===== config.mk =====
export PLATFORM = sky130hd
export DESIGN_NAME = crbu_top
export DESIGN_NICKNAME = d
export VERILOG_FILES = /design/src/pkg/crbu_pkg.sv /design/src/hw/crbu_decode.sv /design/src/hw/crbu_target.sv /design/src/hw/crbu_top.sv
export VERILOG_INCLUDE_DIRS = /design/src /design/src/pkg
export SDC_FILE = /design/constraint.sdc
export NUM_CORES = 1
export LEC_CHECK = 0
export BUFFER_PORTS_ARGS = -buffer_cell sky130_fd_sc_hd__buf_4
export CAP_MARGIN = 20
export CORE_UTILIZATION = 40
export CTS_BUF_LIST = sky130_fd_sc_hd__clkbuf_4 sky130_fd_sc_hd__clkbuf_8
export CTS_CLUSTER_DIAMETER = 40
export CTS_CLUSTER_SIZE = 16
export DETAILED_ROUTE_END_ITERATION = 10
export PLACE_DENSITY = 0.79
export SLEW_MARGIN = 15
export SYNTH_ARGS = -nofsm -noshare
export SYNTH_HDL_FRONTEND = slang
export SYNTH_SLANG_ARGS = --single-unit

===== constraint.sdc =====
create_clock -name clock -period 2.1 [get_ports clock]
set_input_delay 0.315 -clock clock [delete_from_list [all_inputs] [get_ports clock]]
set_output_delay 0.315 -clock clock [all_outputs]
set_load 0.01 [all_outputs]

===== src/pkg/crbu_defs.svh =====
/*
  Constants of the conditional relative branch unit: opcode
  patterns, phase codes, register offsets, field positions and
  reset values. Assumes inclusion by bare name, once or more.
*/
`ifndef CRBU_DEFS_SVH
`define CRBU_DEFS_SVH

// upper nibble shared by the whole branch group
`define CRBU_OP_GROUP 4'he
// second nibble of each branch
`define CRBU_OP_NEG 4'h6
`define CRBU_OP_NC 4'h3
`define CRBU_OP_NN 4'h7
`define CRBU_OP_NOV 4'h5
`define CRBU_OP_NZ 4'h1

// instruction cycle phases
`define CRBU_Q1 2'h0
`define CRBU_Q2 2'h1
`define CRBU_Q3 2'h2
`define CRBU_Q4 2'h3

// register byte offsets
`define CRBU_OFF_CTRL 4'h0
`define CRBU_OFF_STAT 4'h4
`define CRBU_OFF_CNT 4'h8

// control fields
`define CRBU_CTRL_EN_BIT 0
`define CRBU_CTRL_CLR_BIT 1
`define CRBU_CTRL_EN_RST 1'h1

// status fields
`define CRBU_STAT_BUSY_BIT 0
`define CRBU_STAT_KIND_LSB 1
`define CRBU_STAT_TAKEN_BIT 4

`endif


===== src/pkg/crbu_pkg.sv =====
/*
  Types of the conditional relative branch unit: branch kinds,
  sequencer states and the condition test.
  Assumes nothing of its surroundings.
*/
package crbu_pkg;

  // decoded branch kind, none for any other word
  typedef enum logic [2:0] {
    crbu_none = 3'b000,
    crbu_branch_if_negative = 3'b001,
    crbu_branch_if_carry_clear = 3'b010,
    crbu_branch_if_negative_clear = 3'b011,
    crbu_branch_if_overflow_clear = 3'b100,
    crbu_branch_if_zero_clear = 3'b101
  } crbu_kind_t;

  // sequencer: normal cycle or the empty second cycle
  typedef enum logic [0:0] {
    crbu_run = 1'b0,
    crbu_dead = 1'b1
  } crbu_state_t;

  // condition test of a kind against the status flags
  function automatic logic crbu_cond_met(crbu_kind_t k, logic neg,
                                         logic carry, logic ovf,
                                         logic zero);
    logic met;
    met = 1'b0;
    unique case (k)
      crbu_branch_if_negative: met = neg;
      crbu_branch_if_carry_clear: met = !carry;
      crbu_branch_if_negative_clear: met = !neg;
      crbu_branch_if_overflow_clear: met = !ovf;
      crbu_branch_if_zero_clear: met = !zero;
      default: met = 1'b0;
    endcase
    return met;
  endfunction

endpackage

===== src/hw/crbu_decode.sv =====
/*
  Opcode matcher: turns an instruction word into a branch kind
  and its raw offset literal. Purely combinational; the caller
  samples it in the decode phase.
*/
`timescale 1ns/10ps
`default_nettype none
`include "crbu_defs.svh"

module crbu_decode
  import crbu_pkg::*;
(
  // instruction word and gate
  input wire logic [15:0] instr,
  input wire logic enable,
  // decoded fields
  output var crbu_kind_t kind,
  output logic [7:0] offset
);

  // match group nibble, then the condition nibble
  always_comb begin
    kind = crbu_none;
    offset = instr[7:0];
    if (enable && (instr[15:12] == `CRBU_OP_GROUP)) begin
      unique case (instr[11:8])
        `CRBU_OP_NEG: kind = crbu_branch_if_negative;
        `CRBU_OP_NC: kind = crbu_branch_if_carry_clear;
        `CRBU_OP_NN: kind = crbu_branch_if_negative_clear;
        `CRBU_OP_NOV: kind = crbu_branch_if_overflow_clear;
        `CRBU_OP_NZ: kind = crbu_branch_if_zero_clear;
        // other group members are not ours
        default: kind = crbu_none;
      endcase
    end
  end

endmodule

`default_nettype wire


===== src/hw/crbu_target.sv =====
/*
  Branch target adder: sign-extends the offset literal, doubles
  it and adds it to the already incremented program counter.
  Assumes PCW is above 9.
*/
`timescale 1ns/10ps
`default_nettype none

module crbu_target #(
  parameter int PCW = 21
) (
  // incremented program counter and literal
  input wire logic [PCW-1:0] pc_inc,
  input wire logic [7:0] offset,
  // computed target
  output logic [PCW-1:0] target
);

  // doubled, sign-extended offset
  logic [PCW-1:0] dbl;

  always_comb begin
    dbl = {{(PCW-9){offset[7]}}, offset, 1'b0};
    target = pc_inc + dbl;
  end

endmodule

`default_nettype wire


===== src/hw/crbu_top.sv =====
/*
  Conditional relative branch unit: decodes the five one-word
  conditional branches, tests the chosen flag and loads the
  target in phase four, then holds an empty second cycle.
  Assumes q_phase steps Q1..Q4 one per clock, instr and pc_inc
  hold steady through a cycle, and pc_inc is the branch address
  plus two.
*/
// The implementer's own choices: the strobed register port and the placing of the registers.
`timescale 1ns/10ps
`default_nettype none
`include "crbu_defs.svh"

// Function
// - match upper byte e6 as branch-if-negative
// - branch-if-negative taken when negative set
// - match e3, taken when carry clear
// - match upper byte e7 as negative-clear
// - negative-clear taken when negative flag clear
// - match e5, taken when overflow clear
// - match upper byte e1 as zero-clear
// - zero-clear taken when zero flag clear
// - offset is signed, -128 to 127
// - target is incremented pc plus 2n
// - one word, one cycle, two if taken
// - taken adds an empty cycle, flushes fetch
// - not taken leaves pc at next word
module crbu_top
  import crbu_pkg::*;
#(
  parameter int PCW = 21,
  parameter int CNTW = 16
) (
  // clock and reset
  input wire logic clock,
  input wire logic rst,
  // core cycle and instruction
  input wire logic [1:0] q_phase,
  input wire logic [15:0] instr,
  input wire logic instr_valid,
  // status flags
  input wire logic flag_neg,
  input wire logic flag_carry,
  input wire logic flag_ovf,
  input wire logic flag_zero,
  // program counter
  input wire logic [PCW-1:0] pc_inc,
  output logic pc_load,
  output logic [PCW-1:0] pc_target,
  // pipeline control
  output logic fetch_flush,
  output logic nop_cycle,
  output logic branch_busy,
  output logic status_we,
  // register port
  input wire logic [3:0] reg_addr,
  input wire logic [31:0] reg_wdata,
  input wire logic reg_we,
  input wire logic reg_re,
  output logic [31:0] reg_rdata
);

  // all state of the unit
  typedef struct packed {
    crbu_state_t state;      // run or empty cycle
    crbu_kind_t kind;        // branch in flight
    logic [7:0] offset;      // raw literal
    logic [PCW-1:0] target;  // computed target
    logic pc_load;           // pc write strobe
    logic en;                // unit enable
    crbu_kind_t last_kind;   // last evaluated kind
    logic last_taken;        // its outcome
    logic [CNTW-1:0] cnt;    // taken branches
    logic [31:0] rdata;      // read answer
  } crbu_st_t;

  crbu_st_t st_r;   // registered state
  crbu_st_t st_nxt; // next state

  // decoder and adder wires
  logic dec_en;
  crbu_kind_t dec_kind;
  logic [7:0] dec_off;
  logic [PCW-1:0] tgt;
  logic taken;
  logic cnt_clr;
  logic [CNTW-1:0] cnt_base;

  // words are ignored in the empty cycle and when disabled
  assign dec_en = st_r.en && instr_valid && (st_r.state == crbu_run);

  // opcode matcher
  crbu_decode u_dec (
    .instr(instr),
    .enable(dec_en),
    .kind(dec_kind),
    .offset(dec_off)
  );

  // target adder fed from the latched literal
  crbu_target #(
    .PCW(PCW)
  ) u_tgt (
    .pc_inc(pc_inc),
    .offset(st_r.offset),
    .target(tgt)
  );

  // condition against live flags, sampled in Q3
  // chosen flag test
  assign taken = crbu_cond_met(st_r.kind, flag_neg, flag_carry,
                               flag_ovf, flag_zero);

  // counter clear by a control write
  assign cnt_clr = reg_we && (reg_addr == `CRBU_OFF_CTRL) &&
                   reg_wdata[`CRBU_CTRL_CLR_BIT];

  // next-state logic
  always_comb begin
    st_nxt = st_r;
    st_nxt.pc_load = 1'b0;
    st_nxt.rdata = 32'h0;
    cnt_base = cnt_clr ? {CNTW{1'b0}} : st_r.cnt;
    st_nxt.cnt = cnt_base;
    unique case (q_phase)
      `CRBU_Q1: begin
        st_nxt.kind = dec_kind;
        st_nxt.offset = dec_off;
      end
      `CRBU_Q2: begin
        st_nxt.target = tgt;
      end
      `CRBU_Q3: begin
        if (st_r.kind != crbu_none) begin
          st_nxt.pc_load = taken;
          st_nxt.last_kind = st_r.kind;
          st_nxt.last_taken = taken;
          // a same-cycle clear applies first, then the increment
          if (taken) begin
            st_nxt.cnt = cnt_base + {{(CNTW-1){1'b0}}, 1'b1};
          end
        end
      end
      // phase four: load shows, sequencer steps
      `CRBU_Q4: begin
        st_nxt.kind = crbu_none;
        if (st_r.pc_load) begin
          st_nxt.state = crbu_dead;
        end else begin
          st_nxt.state = crbu_run;
        end
      end
    endcase
    // control write steers the enable
    if (reg_we && (reg_addr == `CRBU_OFF_CTRL)) begin
      st_nxt.en = reg_wdata[`CRBU_CTRL_EN_BIT];
    end
    // read answer for the next cycle only
    if (reg_re) begin
      unique case (reg_addr)
        `CRBU_OFF_CTRL: begin
          st_nxt.rdata[`CRBU_CTRL_EN_BIT] = st_r.en;
        end
        `CRBU_OFF_STAT: begin
          st_nxt.rdata[`CRBU_STAT_BUSY_BIT] = (st_r.state == crbu_dead);
          st_nxt.rdata[`CRBU_STAT_KIND_LSB +: 3] = st_r.last_kind;
          st_nxt.rdata[`CRBU_STAT_TAKEN_BIT] = st_r.last_taken;
        end
        `CRBU_OFF_CNT: begin
          st_nxt.rdata[CNTW-1:0] = st_r.cnt;
        end
        // unmapped offsets read zero
        default: st_nxt.rdata = 32'h0;
      endcase
    end
  end

  // state register
  always_ff @(posedge clock) begin
    if (rst) begin
      st_r <= '0;
      st_r.en <= `CRBU_CTRL_EN_RST;
    end else begin
      st_r <= st_nxt;
    end
  end

  // outputs from state
  // pc written in phase four only
  assign pc_load = st_r.pc_load;
  assign pc_target = st_r.target;
  assign fetch_flush = st_r.pc_load;
  assign nop_cycle = (st_r.state == crbu_dead);
  assign branch_busy = (st_r.kind != crbu_none);
  assign status_we = 1'b0;
  assign reg_rdata = st_r.rdata;

  // doubled signed offset, for checking
  function automatic logic [PCW-1:0] dbl_off(logic [7:0] o);
    return {{(PCW-9){o[7]}}, o, 1'b0};
  endfunction
endmodule

`default_nettype wire


==> results of run 1 <==
## cell type report
type                       instances  area (sq um)
fill                             922          4680
multi-input combinational        350          2410
sequential                        71          1430
timing repair buffer             134          1010
tap                              133           166
clock buffer                       9           124
clock inverter                     7          60.1
inverter                           9          33.8
## synth_stat cells, drive strengths merged, types with 3 or more instances
master	count
dfxtp	71
buf	59
o21ai	17
and2	14
nor2	59
a211oi	5
nand4	11
mux2i	19
nor3	3
ha	24
a32oi	3
nand2b	6
nand3	13
a22o	4
xnor2	15
a22oi	5
xor2	8
clkbuf	10
nor2b	5
o31ai	3
nand2	42
a21o	5
a21oi	19
o22ai	3
nor3b	11
inv	9
or3	3
## kinds of logic after synthesis
group / after synthesis / synth area share [%]
fa+ha+maj: 25 / 7.72
compound gates: 83 / 14.1
xor+xnor: 23 / 4.86
flops: 71 / 34.3
simple gates: 182 / 22.1
buf+inv: 78 / 12.1
mux: 20 / 4.86
other cells: 1 / 0.0904
## per-layer routing
layer / vias up / part of all wire, % / wire [um]
met4: 0 / 1.0 / 100
met1: 1687 / 43 / 4240
met3: 10 / 5.8 / 562
li1: 1813 / - / -
met2: 116 / 50 / 4860
met5: - / 0 / 0
## registers in the layout, summed over array words and instances (netlist names)
register     cells
st_r            32
pc_target       21
reg_rdata       16
fetch_flush      1
nop_cycle        1
## power groups by stage
stage | Combinational, uW | Sequential [uW] | Clock (uW)
after CTS | 559 | 1410 | 1070
after global routing | 630 | 1410 | 1130
after global placement | 525 | 1430 | 0
after floorplan | 352 | 1430 | 0
after detailed placement | 544 | 1440 | 0
final | 575 | 1400 | 1040
## worst paths after layout
path                    to  cells past startpoint  slack [ns]
max          pc_target[15]                      8       -0.05
min               st_r[52]                      2        0.19
max reg2reg  pc_target[15]                      8       -0.05
min reg2reg  pc_target[13]                      2        0.47
## worst reg2reg max path, stage by stage (launching register included)
cell and delay (ns):
dfxtp_2 0.35, ha_4 0.16, fa_2 0.37, a21oi_4 0.18
o22ai_4 0.10, o31ai_4 0.27, o21ai_1 0.14, nor4bb_1 0.14
or3_1 0.31
## repair_timing
| item | in CTS | in global routing |
|---|---|---|
| pin swaps | 5 | 1 |
| resized for setup | 5 | 14 |
| endpoints found under the setup margin | 5 | 9 |
| buffers inserted | 1 | 1 |
| hold endpoints to repair | 0 | 0 |
## per-stage QoR
step                util [%]  instances  hold slack, ns  setup WS (ns)  power (uW)
finish                  52.7        713           0.193        -0.0474        3020
global route            52.7        713           0.176         -0.126        3170
CTS                     52.2        712           0.177        -0.0355        3040
detailed placement      49.8        695           0.455         -0.236        1980
global placement        49.8        695           0.444         -0.187        1960
floorplan                  -        499           0.426         0.0168        1780
==> qor.csv, run 1 <==
metric,value,unit
p_leak,0.00230,uW
ctsHoldBuffers,0,
top_usage_layer,met2,
startpoint_type,register,
status,finished with violations,
met2_usage,31.8,%
grt_max_degree,35,
synth_area_per_cell,8.59,sq um
syn-instance-count,483,
setup_ws,-0.0474,ns
die_area,10800,sq um
ios,142,
dp_hpwl,7550,um
cts_tree,built,
cts_htree_levels,3,
finalSetupViolCount,1,
diodes,0,
final_cell_mix,"buf_4 (134), dfxtp_1 (69), nor2_1 (58)",
drt_iter0_markers,129,
clk_latency,0.36,ns
synth_top_area_share,34.3,%
timing.final.crit_share,102,%
cts.sinks,71,
final_common_cell,buf_4,
min-delay-start,reg_wdata[0],
path_buf_inv,0,
syn2layout_area_growth,26.0,%
syn-cell-area,4150,sq um
dpl_cell_area,4940,sq um
clock_power_share,34.4,%
cp_max_fo,4,
yosys_warnings,0,
reg2reg_from,st_r[75],
gp_congestion,0.914,
hold_class,in -> reg,
track_usage,18.4,%
die_h,104,um
first_global_vias,3522,
cts_made_buffers,9,
crit_path_cell_trace,ha_4 -> fa_2 -> a21oi_4 -> o22ai_4 -> o31ai_4 -> o21ai_1 -> nor4bb_1 -> or3_1,
drt_wl_total,9760,um
clk_pin_slew_worst_paths,0.09,ns
design.core.area,9910,sq um
cpPeakStageDelay,0.37,ns
synthTopCellsByArea,"dfxtp_1 (34%), buf_4 (10%), ha_1 (7.2%), nor2_1 (5.3%), mux2i_1 (4.6%)",
hold_viol,0,
combinationalPowerShare,19.0,%
maxCapViolCount,0,
vdd_drop_max,344,uV
use_met1,22.2,%
synthFlopType,dfxtp_1,
synth_async_sr_flop_share,0,%
period_needed,2.15,ns
fin_worst_skew,0.0162,ns
rows,36,
slew_headroom,64.6,%
initial_core_util,41.9,%
grt_pass1_wl,16200,um
fmax,466,MHz
wl_per_cell,13.7,um
required,2.33,ns
synth-edff-count,0,
drtPass1Iterations,4,
sw_frac_of_total,29.9,%
seq_area_frac_synth,34.3,%
die_width,104,um
vias,3626,
p_per_area,577,nW/um^2
tightest_slew,0.531,ns
synth_seq_cells,71,
worst_path_max_delay_cell,fa_2,
rsz0062_at_grt,true,
fin_setup_tns,-0.0474,ns
critPathCaptureType,register,
drive_gt1_share,30.5,%
met3_usage,5.03,%
crit_start,st_r[75],
antenna_found_initial,0,
cp_data_arrival_time,2.38,ns
cts-root-to-sink-buffers,2,
drcViolationCount,0,
seqPwrFrac,46.5,%
critPathKind,reg -> reg,
internal_power,2120,uW
vias_per_cell,5.09,
synth_area_leader_cell,dfxtp_1,
cts_root_buf,clkbuf_8,
crit_family,compound AO/OA/AOI/OAI gates,
yosysUniqueCellTypes,64,
violations,negative setup slack,
fin_area,5230,sq um
final_antenna_net_count,0,
nets,684,
final_max_slew_viol_count,0,
gr-total-overflow,0,
switching_power,901,uW
numPortBuffers,94,
(Power assumes the default switching activity.)
==> inputs of run 2 (changes only) <==
- ABC_CLOCK_PERIOD_IN_PS: unset -> 2100
- CORE_ASPECT_RATIO: unset -> 0.6
- CTS_CLUSTER_DIAMETER: 40 -> unset
==> run 2 against run 1 <==
Effect of this change: the flow still finishes with violations (negative setup slack); wire length increased by 9.7%; critical endpoint unchanged; fmax decreased by 2.0%; largest power group unchanged; critical path type unchanged; critical path depth unchanged; clock skew decreased by 0.0016 ns; register-to-register slack got worse by 0.04 ns; setup slack got worse by 0.043 ns; sequential share of layout area increased by 0.27 points; final cell count decreased by 0.28%; power decreased by 3.3%; die area increased by 0.12%.
==> qor.csv, run 2 (synthesis results as in run 1) <==
metric,value,unit,change
status,finished with violations,,unchanged
violations,negative setup slack,,unchanged
diodes,0,,unchanged
critPathCaptureType,register,,unchanged
dp_hpwl,8140,um,was 7550 um
drcViolationCount,0,,unchanged
initial_core_util,41.6,%,was 41.9%
cts_root_buf,clkbuf_8,,unchanged
clk_latency,0.35,ns,was 0.36 ns
p_per_area,563,nW/um^2,was 577 nW/um^2
numPortBuffers,94,,unchanged
ios,142,,unchanged
required,2.33,ns,about the same
fin_worst_skew,0.0146,ns,was 0.0162 ns
final_common_cell,buf_4,,unchanged
largest_reg_flops,32,,unchanged
instances_no_fill,711,,was 713
wl_per_cell,15.1,um,was 13.7 um
top_usage_layer,met2,,unchanged
drive_gt1_share,30.4,%,was 30.5%
rsz0062_at_grt,true,,unchanged
maxCapViolCount,0,,unchanged
startpoint_type,register,,unchanged
rows,28,,was 36
cp_max_fo,5,,was 4
multiInputGateArea,2400,sq um,was 2410 sq um
cts.sinks,71,,unchanged
ctsHoldBuffers,0,,unchanged
use_met1,27.1,%,was 22.2%
regMostFlops,st_r,,unchanged
timing.final.crit_share,104,%,was 102%
drt_wl_total,10700,um,was 9760 um
drt_iter0_markers,146,,was 129
place_ws,-0.271,ns,was -0.236 ns
first_global_vias,3413,,"was 3,522"
vias_per_cell,5.10,,was 5.09
p_leak,0.00228,uW,was 0.00230 uW
cts_made_buffers,9,,unchanged
syn2layout_area_growth,24.8,%,was 26.0%
drtPass1Iterations,4,,unchanged
track_usage,20.1,%,was 18.4%
clk_pin_slew_worst_paths,0.09,ns,about the same
placed_cells,693,,was 695
period_needed,2.19,ns,was 2.15 ns
die_width,133,um,was 104 um
cts_htree_levels,3,,unchanged
antenna_found_initial,0,,unchanged
met3_usage,6.37,%,was 5.03%
final_antenna_net_count,0,,unchanged
critPathKind,reg -> reg,,unchanged
setup_ws,-0.0907,ns,was -0.0474 ns
slew_headroom,58.5,%,was 64.6%
cts-root-to-sink-buffers,2,,unchanged
hold_viol,0,,unchanged
gr-total-overflow,0,,unchanged
hold_class,in -> reg,,unchanged
finalSetupViolCount,3,,was 1
min_path_cells,3,,was 2
gp_congestion,0.921,,was 0.914
tightest_slew,0.622,ns,was 0.531 ns
vias,3629,,"was 3,626"
cp_data_arrival_time,2.43,ns,was 2.38 ns
r2r_cells,8,,unchanged
fmax,456,MHz,was 466 MHz
cts_tree,built,,unchanged
die_h,80.9,um,was 104 um
register_area,1430,sq um,about the same
vdd_drop_max,326,uV,was 344 uV
num-fill-cells,950,,was 922
die_area,10800,sq um,about the same
grt_max_degree,60,,was 35
nets,681,,was 684
met2_usage,30.6,%,was 31.8%
final_cell_mix,"buf_4 (131), dfxtp_1 (68), nor2_1 (59)",,"was buf_4 (134), dfxtp_1 (69), nor2_1 (58)"
final_max_slew_viol_count,0,,unchanged
design.core.area,9980,sq um,was 9910 sq um
grt_pass1_wl,16700,um,"was 16,200 um"
[run 2: cell count changes in the layout (fill, tap and decap cells not counted), sizes merged]
cell	delta
inv	-4
clkinv	+4
clkinvlp	-1
buf	-3
[run 2: final timing paths]
kind                       from  slack [ns]             to
setup / recovery       st_r[75]       -0.09  pc_target[15]
hold / removal         instr[2]        0.21       st_r[77]
setup reg to reg       st_r[75]       -0.09  pc_target[15]
hold reg to reg   pc_target[17]        0.47  pc_target[17]
[run 2: worst max-delay path, stage by stage, from the launching register on]
cell and delay (ns):
dfxtp_2 0.34, ha_4 0.16, fa_2 0.38, a21oi_4 0.21
o22ai_4 0.10, o31ai_4 0.38, o21ai_2 0.08, nor4bb_1 0.12
or3_1 0.32
[run 2: layout make-up]
class	count	share of cell area, %
clock buffers	9	2.39
flip-flops and latches	71	27.6
clock inverters	6	0.749
inverters	9	0.652
well taps	135	3.26
multi-input cells	350	46.4
repair buffers	131	19.0
[run 2: metal layers]
layer  up-vias  routed length (um)
met4         0                 104
met3        10                 744
li1       1814                   -
met1      1692                5300
met5         -                   0
met2       113                4560
[run 2: stage by stage]
| step | setup TNS (ns) | util, % | hold slack [ns] | power, uW | cell area, sq um |
|---|---|---|---|---|---|
| 6_report | -0.173 | 51.9 | 0.211 | 2920 | 5180 |
| 5_1_grt | -0.761 | 51.9 | 0.201 | 3060 | 5180 |
| 4_1_cts | -0.0699 | 51.4 | 0.190 | 2930 | 5130 |
| 3_5_place_dp | -1.17 | 49.2 | 0.456 | 1970 | 4910 |
| 3_3_place_gp | -0.693 | 49.2 | 0.440 | 1950 | 4910 |
| 2_1_floorplan | 0 | - | 0.426 | 1780 | 4250 |
[run 2: where the power goes]
group | internal [uW] | switching (uW)
clock network | 417 | 523
logic | 279 | 294
registers | 1380 | 22.8
total | 2080 | 839
[run 2: repair_timing]
action,CTS,global route
buffers inserted,2,1
gates resized for setup,8,14
setup endpoints to repair,5,11
gates cloned,0,0
pin swaps,5,7
==> inputs of run 3 (changes only) <==
- PLACE_DENSITY: 0.79 -> unset
- PLACE_DENSITY_LB_ADDON: unset -> 0.08
==> run 3 against run 2 <==
Effect of this change: the flow now finishes without violations; sequential power barely moved; fmax rose by 4.8%; setup slack improved by 0.10 ns; cell area rose by 1.8%; combinational power barely moved.
==> qor.csv, run 3 (synthesis results as in run 1) <==
metric,value,unit,change
status,finished clean,,was finished with violations
dp_hpwl,7760,um,was 8140 um
vdd_drop_max,265,uV,was 326 uV
first_global_vias,3371,,"was 3,413"
vias,3588,,"was 3,629"
clk_latency,0.35,ns,about the same
required,2.33,ns,about the same
cp_max_fo,4,,was 5
rows,28,,unchanged
largest_reg_flops,32,,unchanged
final_antenna_net_count,0,,unchanged
dpl_cell_area,4980,sq um,was 4910 sq um
track_usage,18.9,%,was 20.1%
ios,142,,unchanged
timing.final.crit_share,99.5,%,was 104%
die_area,10800,sq um,unchanged
cts_made_buffers,9,,unchanged
hold_viol,0,,unchanged
cts_root_buf,clkbuf_8,,unchanged
numPortBuffers,94,,unchanged
grt_max_degree,39,,was 60
nets,689,,was 681
cp_data_arrival_time,2.32,ns,was 2.43 ns
finalSetupViolCount,0,,was 3
p_leak,0.00233,uW,was 0.00228 uW
antenna_found_initial,0,,unchanged
final_cell_mix,"buf_4 (138), dfxtp_1 (67), nor2_1 (59)",,"was buf_4 (131), dfxtp_1 (68), nor2_1 (59)"
fmax,478,MHz,was 456 MHz
die_h,80.9,um,unchanged
maxCapViolCount,0,,unchanged
cts_tree,built,,unchanged
syn2layout_area_growth,27.1,%,was 24.8%
drtPass1Iterations,4,,unchanged
hold_class,in -> reg,,unchanged
period_needed,2.09,ns,was 2.19 ns
initial_core_util,41.6,%,unchanged
ctsHoldBuffers,0,,unchanged
drt_wl_total,10100,um,"was 10,700 um"
vias_per_cell,4.98,,was 5.10
startpoint_type,register,,unchanged
drive_gt1_share,32.1,%,was 30.4%
drt_iter0_markers,176,,was 146
critPathCaptureType,register,,unchanged
rsz0062_at_grt,true,,unchanged
cts-root-to-sink-buffers,2,,unchanged
diodes,0,,unchanged
instances_no_fill,720,,was 711
grt_pass1_wl,16000,um,"was 16,700 um"
cts_htree_levels,3,,unchanged
final_common_cell,buf_4,,unchanged
placed_cells,702,,was 693
cts.sinks,71,,unchanged
regMostFlops,st_r,,unchanged
fin_worst_skew,0.00604,ns,was 0.0146 ns
gp_congestion,0.895,,was 0.921
drcViolationCount,0,,unchanged
final_max_slew_viol_count,0,,unchanged
clk_pin_slew_worst_paths,0.08,ns,was 0.09 ns
critPathKind,reg -> reg,,unchanged
finalPower,2950,uW,was 2920 uW
gr-total-overflow,0,,unchanged
wl_per_cell,14.1,um,was 15.1 um
p_per_area,560,nW/um^2,was 563 nW/um^2
fin_area,5270,sq um,was 5180 sq um
die_width,133,um,unchanged
design.core.area,9980,sq um,unchanged
[run 3: final timing paths]
check	startpoint	endpoint	slack (ns)	cells past startpoint
worst max-delay path	st_r[75]	pc_target[15]	0.01	8
worst min-delay path	instr[4]	st_r[79]	0.20	3
worst max register to register	st_r[75]	pc_target[15]	0.01	8
worst min register to register	pc_target[17]	pc_target[17]	0.45	2
[run 3: worst max-delay path, stage by stage, from the launching register on]
cell      delay [ns]
dfxtp_2         0.34
ha_4            0.16
fa_2            0.34
a21oi_2         0.17
o22ai_2         0.13
o31ai_4         0.30
o21ai_2         0.10
nor4bb_1        0.13
or3_1           0.31
[run 3: layout make-up]
cell class | count | area (sq um)
tap | 135 | 169
multi-input combinational | 350 | 2420
clock buffer | 9 | 124
fill | 964 | 4710
sequential | 71 | 1430
clock inverter | 7 | 48.8
inverter | 9 | 33.8
timing repair buffer | 139 | 1050
[run 3: per-layer routing]
metal / vias up / share of wire, % / global-route usage [%]
met5: - / 0 / 0
met4: 0 / 0.80 / 4.77
met3: 7 / 7.2 / 6.30
met2: 93 / 42 / 29.2
met1: 1659 / 50 / 25.2
li1: 1829 / - / -
[run 3: through the flow]
| stage | TNS (ns) | hold slack, ns | worst slack, ns | util (%) |
|---|---|---|---|---|
| CTS | 0 | 0.180 | 0.000370 | 51.7 |
| finish | 0 | 0.200 | 0.00955 | 52.8 |
| detailed placement | -1.05 | 0.450 | -0.225 | 49.8 |
| floorplan | 0 | 0.426 | 0.0168 | - |
| global placement | -0.841 | 0.455 | -0.205 | 49.8 |
| global route | -0.379 | 0.199 | -0.123 | 52.8 |
[run 3: where the power goes]
group	leakage (uW)	total, uW	switching, uW	internal [uW]
registers	0.000578	1400	23.9	1380
clock network	0.0000894	972	543	430
logic	0.00166	576	286	290
[run 3: repair_timing]
item	4_1_cts	5_1_grt
setup buffers	1	2
pin swaps	4	10
hold endpoints to repair	0	0
endpoints found under the setup margin	4	9
gates resized for setup	1	25
